<file path="src/plmc_pkg.sv">
// package: register map, field positions, reset values and timing counts for led and crossover control
package plmc_pkg;

  // ------------------------------------------------------------
  // register indices (printed offsets are not all multiples of 4)
  // ------------------------------------------------------------
  localparam logic [7:0] LED_CONTROL_IDX  = 8'h18;
  localparam logic [7:0] PHY_CONTROL_IDX  = 8'h19;
  localparam logic [7:0] IRQ_STATUS_IDX   = 8'h1A;
  localparam logic [7:0] IRQ_MASK_IDX     = 8'h1B;
  localparam logic [9:0] LED_CONTROL_ADDR = {LED_CONTROL_IDX, 2'b00};
  localparam logic [9:0] PHY_CONTROL_ADDR = {PHY_CONTROL_IDX, 2'b00};
  localparam logic [9:0] IRQ_STATUS_ADDR  = {IRQ_STATUS_IDX, 2'b00};
  localparam logic [9:0] IRQ_MASK_ADDR    = {IRQ_MASK_IDX, 2'b00};

  // ------------------------------------------------------------
  // field positions
  // ------------------------------------------------------------
  localparam int BLINK_LSB     = 9;
  localparam int LED_POL_BIT   = 7;
  localparam int DRIVE_LED_BIT = 4;
  localparam int FORCE_VAL_BIT = 1;
  localparam int AUTO_X_BIT    = 15;
  localparam int FORCE_X_BIT   = 14;
  localparam int PAUSE_RX_BIT  = 13;
  localparam int PAUSE_TX_BIT  = 12;
  localparam int LINK_FD_BIT   = 11;
  localparam int BYPASS_BIT    = 7;
  localparam int LED_CFG_BIT   = 5;
  localparam int ADV_SYM_BIT   = 10;
  localparam int ADV_ASYM_BIT  = 11;

  // ------------------------------------------------------------
  // reset values and writable masks
  // ------------------------------------------------------------
  localparam logic [15:0] LED_CONTROL_RST = 16'h0400;
  localparam logic [15:0] PHY_CONTROL_RST = 16'h8000;
  localparam logic [15:0] LED_CONTROL_WM  = 16'h07FF;
  localparam logic [15:0] PHY_CONTROL_WM  = 16'hC0E0;
  localparam logic [2:0]  IRQ_RST         = 3'h0;
  localparam logic [1:0]  BLINK_RST       = 2'h2;

  // ------------------------------------------------------------
  // timing
  // ------------------------------------------------------------
  localparam int CLK_HZ        = 25_000_000;
  localparam int BLINK_MS_0    = 50;
  localparam int BLINK_MS_1    = 100;
  localparam int BLINK_MS_2    = 200;
  localparam int BLINK_MS_3    = 500;
  localparam int TICK_US       = 1000;
  localparam int TICK_CYC      = CLK_HZ / 1_000_000 * TICK_US;
  localparam int STRETCH_MS    = 50;

  // ------------------------------------------------------------
  // carriers
  // ------------------------------------------------------------
  typedef struct packed {
    logic       mode_ext;
    logic       led_pol;
    logic       auto_x;
    logic       force_x;
    logic [4:0] phy_addr;
  } plmc_strap_t;

  typedef struct packed {
    logic       an_done;
    logic       full_duplex;
    logic       speed_100;
    logic       link_up;
    logic [1:0] local_pause;
    logic [1:0] partner_pause;
  } plmc_an_t;

endpackage : plmc_pkg

</file>
<file path="src/plmc_blink.sv">
// blink and pulse-stretch timer driven by a millisecond tick
`timescale 1ns/1ns
module plmc_blink #(
  parameter int TICK_CYC = plmc_pkg::TICK_CYC
) (
  input  wire logic       hclk,
  input  wire logic       hresetn,
  input  wire logic [1:0] rate,
  input  wire logic       activity,
  output logic            blink_phase,
  output logic            stretched
);

  logic [15:0] tick_cnt_r;
  logic        tick;
  logic [9:0]  ms_cnt_r;
  logic [9:0]  half_ms;
  logic [9:0]  str_cnt_r;

  assign tick = (tick_cnt_r == 16'(TICK_CYC - 1));

  always_comb begin
    case (rate)
      2'h0:    half_ms = 10'(plmc_pkg::BLINK_MS_0);
      2'h1:    half_ms = 10'(plmc_pkg::BLINK_MS_1);
      2'h2:    half_ms = 10'(plmc_pkg::BLINK_MS_2);
      default: half_ms = 10'(plmc_pkg::BLINK_MS_3);
    endcase
  end

  always_ff @(posedge hclk or negedge hresetn) begin
    if (!hresetn) tick_cnt_r <= 16'h0000;
    else if (tick) tick_cnt_r <= 16'h0000;
    else tick_cnt_r <= tick_cnt_r + 16'h0001;
  end

  // on/off duration per rate code
  always_ff @(posedge hclk or negedge hresetn) begin
    if (!hresetn) begin
      ms_cnt_r    <= 10'h000;
      blink_phase <= 1'b0;
    end else if (tick) begin
      if (ms_cnt_r >= half_ms - 10'h001) begin // RL1
        ms_cnt_r    <= 10'h000;
        blink_phase <= ~blink_phase;
      end else begin
        ms_cnt_r <= ms_cnt_r + 10'h001;
      end
    end
  end

  // holds short activity pulses long enough to be seen
  always_ff @(posedge hclk or negedge hresetn) begin
    if (!hresetn) str_cnt_r <= 10'h000;
    else if (activity) str_cnt_r <= 10'(plmc_pkg::STRETCH_MS);
    else if (tick && str_cnt_r != 10'h000) str_cnt_r <= str_cnt_r - 10'h001;
  end

  assign stretched = activity | (str_cnt_r != 10'h000);

endmodule : plmc_blink

</file>
<file path="src/plmc_top.sv">
// led and crossover control registers with ahb-lite slave and interrupt
//
// Functional notes
// RL1 - blink rate code selects 50/100/200/500 ms
// RL2 - led polarity: strap or low, bit overrides
// RL3 - drive bit puts force value on led
// RL4 - force value 0 low, 1 high
// RL5 - auto crossover resets 1, strap in extended
// RL6 - forced crossover swaps transmit and receive pairs
// RL7 - forced crossover loads strap when auto strapped off
// RL8 - pause receive from resolution, full duplex only
// RL9 - pause transmit from resolution, full duplex only
// RL10 - link bit set for negotiated 100 full duplex
// RL11 - stretch bypass shows raw led signal
// RL12 - phy address loaded from straps, readable
// RL13 - reserved read zero, led config only stored
`timescale 1ns/1ns
module plmc_top (
  input  wire logic                  hclk,
  input  wire logic                  hresetn,
  input  wire logic                  hsel,
  input  wire logic [31:0]           haddr,
  input  wire logic [1:0]            htrans,
  input  wire logic                  hwrite,
  input  wire logic [2:0]            hsize,
  input  wire logic [31:0]           hwdata,
  input  wire logic                  hready,
  output logic      [31:0]           hrdata,
  output logic                       hreadyout,
  output logic                       hresp,
  input  wire plmc_pkg::plmc_strap_t strap_pins,
  input  wire plmc_pkg::plmc_an_t    an_state,
  input  wire logic                  link_activity,
  output logic                       first_led_pin,
  output logic                       pair_swap,
  output logic                       auto_crossover_en,
  output logic                       pause_rx_en,
  output logic                       pause_tx_en,
  output logic                       irq
);

  // ------------------------------------------------------------
  // pin synchronisers
  // ------------------------------------------------------------
  plmc_pkg::plmc_strap_t strap_s1_r;
  plmc_pkg::plmc_strap_t strap_s2_r;
  plmc_pkg::plmc_an_t    an_s1_r;
  plmc_pkg::plmc_an_t    an_s2_r;
  logic                  act_s1_r;
  logic                  act_s2_r;

  always_ff @(posedge hclk or negedge hresetn) begin
    if (!hresetn) begin
      strap_s1_r <= '0;
      strap_s2_r <= '0;
      an_s1_r    <= '0;
      an_s2_r    <= '0;
      act_s1_r   <= 1'b0;
      act_s2_r   <= 1'b0;
    end else begin
      strap_s1_r <= strap_pins;
      strap_s2_r <= strap_s1_r;
      an_s1_r    <= an_state;
      an_s2_r    <= an_s1_r;
      act_s1_r   <= link_activity;
      act_s2_r   <= act_s1_r;
    end
  end

  // ------------------------------------------------------------
  // strap capture after reset release
  // ------------------------------------------------------------
  // synchroniser needs two edges to fill; latch on the third
  logic [1:0] strap_wait_r;
  logic       strap_load;
  logic       strap_pol_r;
  logic [4:0] phy_addr_r;

  assign strap_load = (strap_wait_r == 2'h2);

  always_ff @(posedge hclk or negedge hresetn) begin
    if (!hresetn) strap_wait_r <= 2'h0;
    else if (strap_wait_r != 2'h3) strap_wait_r <= strap_wait_r + 2'h1;
  end

  always_ff @(posedge hclk or negedge hresetn) begin
    if (!hresetn) begin
      strap_pol_r <= 1'b0;
      phy_addr_r  <= 5'h00;
    end else if (strap_load) begin
      strap_pol_r <= strap_s2_r.mode_ext & strap_s2_r.led_pol; // RL2
      phy_addr_r  <= strap_s2_r.phy_addr; // RL12
    end
  end

  // ------------------------------------------------------------
  // ahb-lite slave
  // ------------------------------------------------------------
  logic       dp_valid_r;
  logic       dp_write_r;
  logic [9:0] dp_addr_r;
  logic       ap_take;

  assign ap_take   = hsel & hready & htrans[1];
  assign hreadyout = 1'b1;
  assign hresp     = 1'b0;

  always_ff @(posedge hclk or negedge hresetn) begin
    if (!hresetn) begin
      dp_valid_r <= 1'b0;
      dp_write_r <= 1'b0;
      dp_addr_r  <= 10'h000;
    end else if (hready) begin
      dp_valid_r <= ap_take;
      dp_write_r <= hwrite;
      dp_addr_r  <= haddr[9:0];
    end
  end

  logic wr_led;
  logic wr_phy;
  logic wr_mask;
  logic rd_stat;

  always_comb begin
    wr_led  = 1'b0;
    wr_phy  = 1'b0;
    wr_mask = 1'b0;
    rd_stat = 1'b0;
    if (dp_valid_r && dp_write_r && dp_addr_r == plmc_pkg::LED_CONTROL_ADDR) begin
      wr_led = 1'b1;
    end else if (dp_valid_r && dp_write_r && dp_addr_r == plmc_pkg::PHY_CONTROL_ADDR) begin
      wr_phy = 1'b1;
    end else if (dp_valid_r && dp_write_r && dp_addr_r == plmc_pkg::IRQ_MASK_ADDR) begin
      wr_mask = 1'b1;
    end else if (dp_valid_r && !dp_write_r && dp_addr_r == plmc_pkg::IRQ_STATUS_ADDR) begin
      rd_stat = 1'b1;
    end
  end

  // ------------------------------------------------------------
  // control registers
  // ------------------------------------------------------------
  logic [15:0] led_control_r;
  logic [15:0] phy_ctl_rw_r;
  logic        strap_loaded_r;

  // writes land only in writable bits; reserved r/w bits just store
  always_ff @(posedge hclk or negedge hresetn) begin
    if (!hresetn) begin
      led_control_r <= plmc_pkg::LED_CONTROL_RST; // RL1
    end else if (strap_load) begin
      led_control_r[plmc_pkg::LED_POL_BIT] <= strap_s2_r.mode_ext & strap_s2_r.led_pol; // RL2
    end else if (wr_led) begin
      led_control_r <= hwdata[15:0] & plmc_pkg::LED_CONTROL_WM; // RL13
    end
  end

  always_ff @(posedge hclk or negedge hresetn) begin
    if (!hresetn) begin
      phy_ctl_rw_r   <= plmc_pkg::PHY_CONTROL_RST & plmc_pkg::PHY_CONTROL_WM; // RL5
      strap_loaded_r <= 1'b0;
    end else if (strap_load) begin
      strap_loaded_r <= 1'b1;
      if (strap_s2_r.mode_ext) begin
        phy_ctl_rw_r[plmc_pkg::AUTO_X_BIT] <= strap_s2_r.auto_x; // RL5
        if (!strap_s2_r.auto_x) begin
          phy_ctl_rw_r[plmc_pkg::FORCE_X_BIT] <= strap_s2_r.force_x; // RL7
        end
      end
    end else if (wr_phy) begin
      phy_ctl_rw_r <= hwdata[15:0] & plmc_pkg::PHY_CONTROL_WM; // RL13
    end
  end

  // ------------------------------------------------------------
  // negotiated status
  // ------------------------------------------------------------
  logic fd_ok;
  logic l_sym;
  logic l_asym;
  logic p_sym;
  logic p_asym;
  logic pause_rx_nxt;
  logic pause_tx_nxt;
  logic link_fd_nxt;
  logic pause_rx_r;
  logic pause_tx_r;
  logic link_fd_r;

  assign fd_ok  = an_s2_r.an_done & an_s2_r.full_duplex;
  assign l_sym  = an_s2_r.local_pause[0];
  assign l_asym = an_s2_r.local_pause[1];
  assign p_sym  = an_s2_r.partner_pause[0];
  assign p_asym = an_s2_r.partner_pause[1];

  // standard pause resolution table
  always_comb begin
    pause_rx_nxt = fd_ok & ((l_sym & p_sym) | (l_sym & l_asym & ~p_sym & p_asym)); // RL8
    pause_tx_nxt = fd_ok & ((l_sym & p_sym) | (~l_sym & l_asym & p_sym & p_asym)); // RL9
    link_fd_nxt  = fd_ok & an_s2_r.speed_100 & an_s2_r.link_up; // RL10
  end

  always_ff @(posedge hclk or negedge hresetn) begin
    if (!hresetn) begin
      pause_rx_r <= 1'b0;
      pause_tx_r <= 1'b0;
      link_fd_r  <= 1'b0;
    end else begin
      pause_rx_r <= pause_rx_nxt;
      pause_tx_r <= pause_tx_nxt;
      link_fd_r  <= link_fd_nxt;
    end
  end

  // ------------------------------------------------------------
  // interrupt: link change, pause change, strap load done
  // ------------------------------------------------------------
  logic [2:0] irq_status_r;
  logic [2:0] irq_mask_r;
  logic [2:0] irq_event;

  assign irq_event = {strap_load,
                      (pause_rx_r ^ pause_rx_nxt) | (pause_tx_r ^ pause_tx_nxt),
                      link_fd_r ^ link_fd_nxt};

  // a new event in the clearing read cycle survives
  always_ff @(posedge hclk or negedge hresetn) begin
    if (!hresetn) irq_status_r <= plmc_pkg::IRQ_RST;
    else irq_status_r <= (rd_stat ? 3'h0 : irq_status_r) | irq_event;
  end

  always_ff @(posedge hclk or negedge hresetn) begin
    if (!hresetn) irq_mask_r <= plmc_pkg::IRQ_RST;
    else if (wr_mask) irq_mask_r <= hwdata[2:0];
  end

  assign irq = |(irq_status_r & irq_mask_r);

  // ------------------------------------------------------------
  // read mux
  // ------------------------------------------------------------
  logic [15:0] phy_control_view;

  always_comb begin
    phy_control_view = phy_ctl_rw_r;
    phy_control_view[plmc_pkg::PAUSE_RX_BIT] = pause_rx_r; // RL8
    phy_control_view[plmc_pkg::PAUSE_TX_BIT] = pause_tx_r; // RL9
    phy_control_view[plmc_pkg::LINK_FD_BIT]  = link_fd_r; // RL10
    phy_control_view[4:0] = phy_addr_r; // RL12
  end

  // unmapped addresses read zero
  always_comb begin
    hrdata = 32'h0000_0000;
    if (dp_valid_r && !dp_write_r && dp_addr_r == plmc_pkg::LED_CONTROL_ADDR) begin
      hrdata = {16'h0000, led_control_r};
    end else if (dp_valid_r && !dp_write_r && dp_addr_r == plmc_pkg::PHY_CONTROL_ADDR) begin
      hrdata = {16'h0000, phy_control_view};
    end else if (dp_valid_r && !dp_write_r && dp_addr_r == plmc_pkg::IRQ_STATUS_ADDR) begin
      hrdata = {29'h0000_0000, irq_status_r};
    end else if (dp_valid_r && !dp_write_r && dp_addr_r == plmc_pkg::IRQ_MASK_ADDR) begin
      hrdata = {29'h0000_0000, irq_mask_r};
    end
  end

  // ------------------------------------------------------------
  // led path
  // ------------------------------------------------------------
  logic blink_phase;
  logic stretched;
  logic led_level;
  logic led_nxt;

  plmc_blink u_blink (
    .hclk        (hclk),
    .hresetn     (hresetn),
    .rate        (led_control_r[plmc_pkg::BLINK_LSB +: 2]),
    .activity    (act_s2_r),
    .blink_phase (blink_phase),
    .stretched   (stretched)
  );

  always_comb begin
    if (phy_ctl_rw_r[plmc_pkg::BYPASS_BIT]) led_level = act_s2_r; // RL11
    else led_level = link_fd_r | an_s2_r.link_up ? (~stretched | blink_phase) & an_s2_r.link_up : 1'b0;
    if (led_control_r[plmc_pkg::DRIVE_LED_BIT]) begin
      led_nxt = led_control_r[plmc_pkg::FORCE_VAL_BIT]; // RL3 RL4
    end else begin
      led_nxt = led_control_r[plmc_pkg::LED_POL_BIT] ? led_level : ~led_level; // RL2
    end
  end

  // ------------------------------------------------------------
  // outputs from flip-flops
  // ------------------------------------------------------------
  always_ff @(posedge hclk or negedge hresetn) begin
    if (!hresetn) begin
      first_led_pin     <= 1'b1;
      pair_swap         <= 1'b0;
      auto_crossover_en <= 1'b1;
      pause_rx_en       <= 1'b0;
      pause_tx_en       <= 1'b0;
    end else begin
      first_led_pin     <= led_nxt;
      pair_swap         <= phy_ctl_rw_r[plmc_pkg::FORCE_X_BIT]; // RL6
      auto_crossover_en <= phy_ctl_rw_r[plmc_pkg::AUTO_X_BIT]; // RL5
      pause_rx_en       <= pause_rx_r;
      pause_tx_en       <= pause_tx_r;
    end
  end

endmodule : plmc_top

</file>
<file path="config.mk">
export PLATFORM = sky130hd
export DESIGN_NAME = plmc_top
export DESIGN_NICKNAME = d
export VERILOG_FILES = /design/src/plmc_pkg.sv /design/src/plmc_blink.sv /design/src/plmc_top.sv
export SDC_FILE = /design/constraint.sdc
export NUM_CORES = 1
export LEC_CHECK = 0
export ABC_CLOCK_PERIOD_IN_PS = 4420
export BUFFER_PORTS_ARGS = -buffer_cell sky130_fd_sc_hd__buf_2
export CORE_UTILIZATION = 55
export CTS_CLUSTER_DIAMETER = 40
export DETAILED_ROUTE_END_ITERATION = 6
export PLACE_DENSITY = 0.82
export SETUP_SLACK_MARGIN = 0.1
export SLEW_MARGIN = 20
export SYNTH_ARGS = -nofsm -noshare
export SYNTH_HDL_FRONTEND = slang
export SYNTH_SLANG_ARGS = --single-unit
</file>
<file path="constraint.sdc">
create_clock -name hclk -period 4.42 [get_ports hclk]
set_input_delay 0.221 -clock hclk [delete_from_list [all_inputs] [get_ports hclk]]
set_output_delay 0.221 -clock hclk [all_outputs]
set_load 0.005 [all_outputs]
</file>
==> metrics <==
status=complete, but fails checks; violated checks=design-rule violations; critical path depth=6; nets=between 600 and 700; post-place instance area=0.005766 mm^2; full die area=around 0.01 mm^2; Post-Synthesis Cells=around 440; die height=approximately 100 um; largest net degree at the start of global routing=89; Reg power frac=about 45%; CTS tree=built; # DRC=1; Post-DRT Antenna Nets=0; Seq/Total Area, Yosys=a little under three fifths; Switching Share=between 20% and 30%; fin crit share=between 70 and 80%; VDD IR max=317.7 uV; Clock Root Buffer=clkbuf_8; Pre-antenna DRT Iters=7; worst skew pair latency=roughly 520 ps; slowest CP cell=nor2_1; sw power=around 0.7 mW; Die Wd=roughly 100 um; drt wl/cell=~16 um; TritonCTS Buffers=17; core box area=about 0.0093 mm^2; CP peak stage delay=between 800 and 900 ps; Netlist Area Pre-Place=roughly 0.0054 mm^2; antenna violations before repair=0; synth unique cells=56; Worst Hold Class=in -> reg; Initial Util=a little under three fifths; setup ws final=~1300 ps; Top FF cell, synth=dfrtp_1; Leakage=3.115 nW; Mapped Avg Cell Area=~12 um^2; Clk pin slew, worst setup/hold paths=70 ps; most frequent cells in the layout=dfrtp_1, buf_2, dlygate4sd3_1, nor2_1, mux2_2; Slew @ Worst Pin=about 950 ps; Worst setup EP type=output port; final setup TNS=0 ps; Synth-to-Final Area Change=26.62%; Slew headroom=36.24%; DP HPWL=6849 um; Worst path top cell family by delay=simple AND/OR/NAND/NOR gates; max-capacitance violation count=0; Fin. Hold Viols=0; worst clock skew=a little over 9 ps; Max Freq=321.4 MHz; # H-tree levels=4; Syn. warnings=0; share of layout cells above drive strength 1=25.00%; I/O Buffers=a little under 70; startpoint class of the critical path=flop; Final Cell Area=around 0.0068 mm^2; via-per-instance ratio=~5.5; worst path cell trace=and4bb_2 > nand4b_1 > nor2_1 > a22oi_1 > nand2_1 > buf_2; Clk pwr share=between 40 and 50%; Setup Fix Bufs, Post-CTS=0; IO Pins=132; crit-path max FO=12; final setup fails=0; commonest non-fill, non-tap cell in the layout=dfrtp_1; GRT Util Overall=25.19%; asr flop ratio synth=100.0%; arrival time worst endpoint=2890 ps; part of the power in combinational logic=between 5 and 6%; vias after detailed routing=~3,900; WHS Path Cells=2; # diodes=0; number of register bits inferred by synthesis=between 100 and 150; PD cells=roughly 390 mW/mm^2; vias in the first global route=between 4,000 and 5,000; CP Class=reg -> out; Pint=just under 2 mW; EDFF count, synth=0; Critical Path RT=roughly 4200 ps; Slew Viols, Final=0; CTS Buffer Depth=2; WP buf/inv=1; Place WS=between 1000 and 1500 ps; clock sink count=122; GP Congestion=about 0.83; RSZ-0062 raised after global routing=false; first-pass GRT wire length=19,320 um; final wirelength=11,550 um; std cell rows=35; Reg2Reg Depth=12; drt initial violations=228; total gr overflow=0; minimum clock period=roughly 3100 ps
==> power by group through the flow <==
stage | logic [mW] | clock network, mW | registers, mW
floorplan | 0.0687 | 0 | 1.20
global placement | 0.106 | 0 | 1.20
detailed placement | 0.110 | 0 | 1.21
CTS | 0.142 | 1.32 | 1.19
global route | 0.162 | 1.38 | 1.19
finish | 0.145 | 1.31 | 1.19
==> routing by layer <==
metal  track usage [%]  routed length (um)  vias up
li1                  -                   -     1774
met1             31.15                4760     1929
met2             42.04                5937      154
met3             5.617                 552       33
met4             12.37                 295        0
met5                 0                   0        -
==> area by class of cell <==
class	instances	area, um^2
multi-input cells	301	2155
inverters	11	41.29
fillers	573	2544
repair buffers	114	804.5
well taps	129	161.4
flip-flops and latches	122	3058
clock buffers	17	414.1
clock inverters	15	150.1
==> flip-flops by register name, summed over array words and instances, names as in the netlist, 2 cells and up <==
signal / cells
u_blink.tick_cnt_r: 16
led_control_r: 11
dp_addr_r: 10
u_blink.ms_cnt_r: 10
u_blink.str_cnt_r: 10
strap_s1_r: 9
strap_s2_r: 9
an_s1_r: 8
an_s2_r: 8
phy_addr_r: 5
phy_ctl_rw_r: 5
irq_mask_r: 3
irq_status_r: 3
strap_wait_r: 2
==> cell families after synthesis <==
group / share of synthesized area [%]
adders and majority gates: 4.671
AOI/OAI and AO/OA: 6.866
xor gates and xnor gates: 4.741
other: 0.1402
DFF: 57.08
muxes: 8.431
and+or+nand+nor: 14.18
buffers and inverters: 3.900
==> stage by stage <==
| stage | instances | power (mW) | util, % | hold WS, ps |
|---|---|---|---|---|
| final | 709 | 2.645 | 72.73 | 132.5 |
| after global routing | 709 | 2.735 | 72.73 | 123.0 |
| after CTS | 709 | 2.650 | 72.69 | 98.89 |
| after detailed placement | 632 | 1.317 | 61.81 | 330.3 |
| after global placement | 632 | 1.309 | 61.81 | 328.6 |
| after floorplan | 460 | 1.265 | - | -74.59 |
==> cells in the mapped netlist (2+ instances only) <==
library cell    n  area [um^2]
inv_1          11        41.29
mux2i_1         8        80.08
dfstp_2         4        105.1
and4_1          5        43.79
nand4_1         3        18.77
xor2_1          9        78.83
nand3_1        13        65.06
nor2_1         37        138.9
and3_1          5        31.28
a31oi_1         2        12.51
a21o_1          4        30.03
buf_4          18        135.1
and2_1          8        50.05
a22oi_1         4        30.03
nor4b_1         2        17.52
nor4_1          2        12.51
a21oi_1         6        30.03
xnor2_1        20        175.2
a22o_1          8        70.07
nand2b_1        7        43.79
a2bb2oi_1       2        17.52
o21ai_0        13        65.06
dfrtp_1       118         2953
mux2_2         32        360.4
and4bb_2        2        25.02
nand2_1        28        105.1
buf_2           2        10.01
clkbuf_1        5        18.77
conb_1          2        7.510
or3_1           5        31.28
a211o_1         2        17.52
nor2b_1         2        12.51
ha_1           20        250.2
nor3_1         11        55.05
nor3b_1         2        15.01
==> what timing repair did <==
item | in CTS | in global routing
hold buffers | 45 | 0
resized for setup | 0 | 0
hold endpoints to repair | 134 | 0
==> path summary, 6_finish.rpt <==
kind                                  startpoint                   end  slack [ps]
max in group asynchronous                hresetn         first_led_pin        3120
worst max register to register  led_control_r[9]   u_blink.ms_cnt_r[3]        1380
worst min register to register        an_s1_r[4]            an_s2_r[4]         350
worst max-delay path                dp_addr_r[4]             hrdata[1]        1310
worst min-delay path                      hready            dp_valid_r         130
min in group asynchronous                hresetn  u_blink.str_cnt_r[0]         340
No activity file was read; power rests on OpenSTA's default activity.
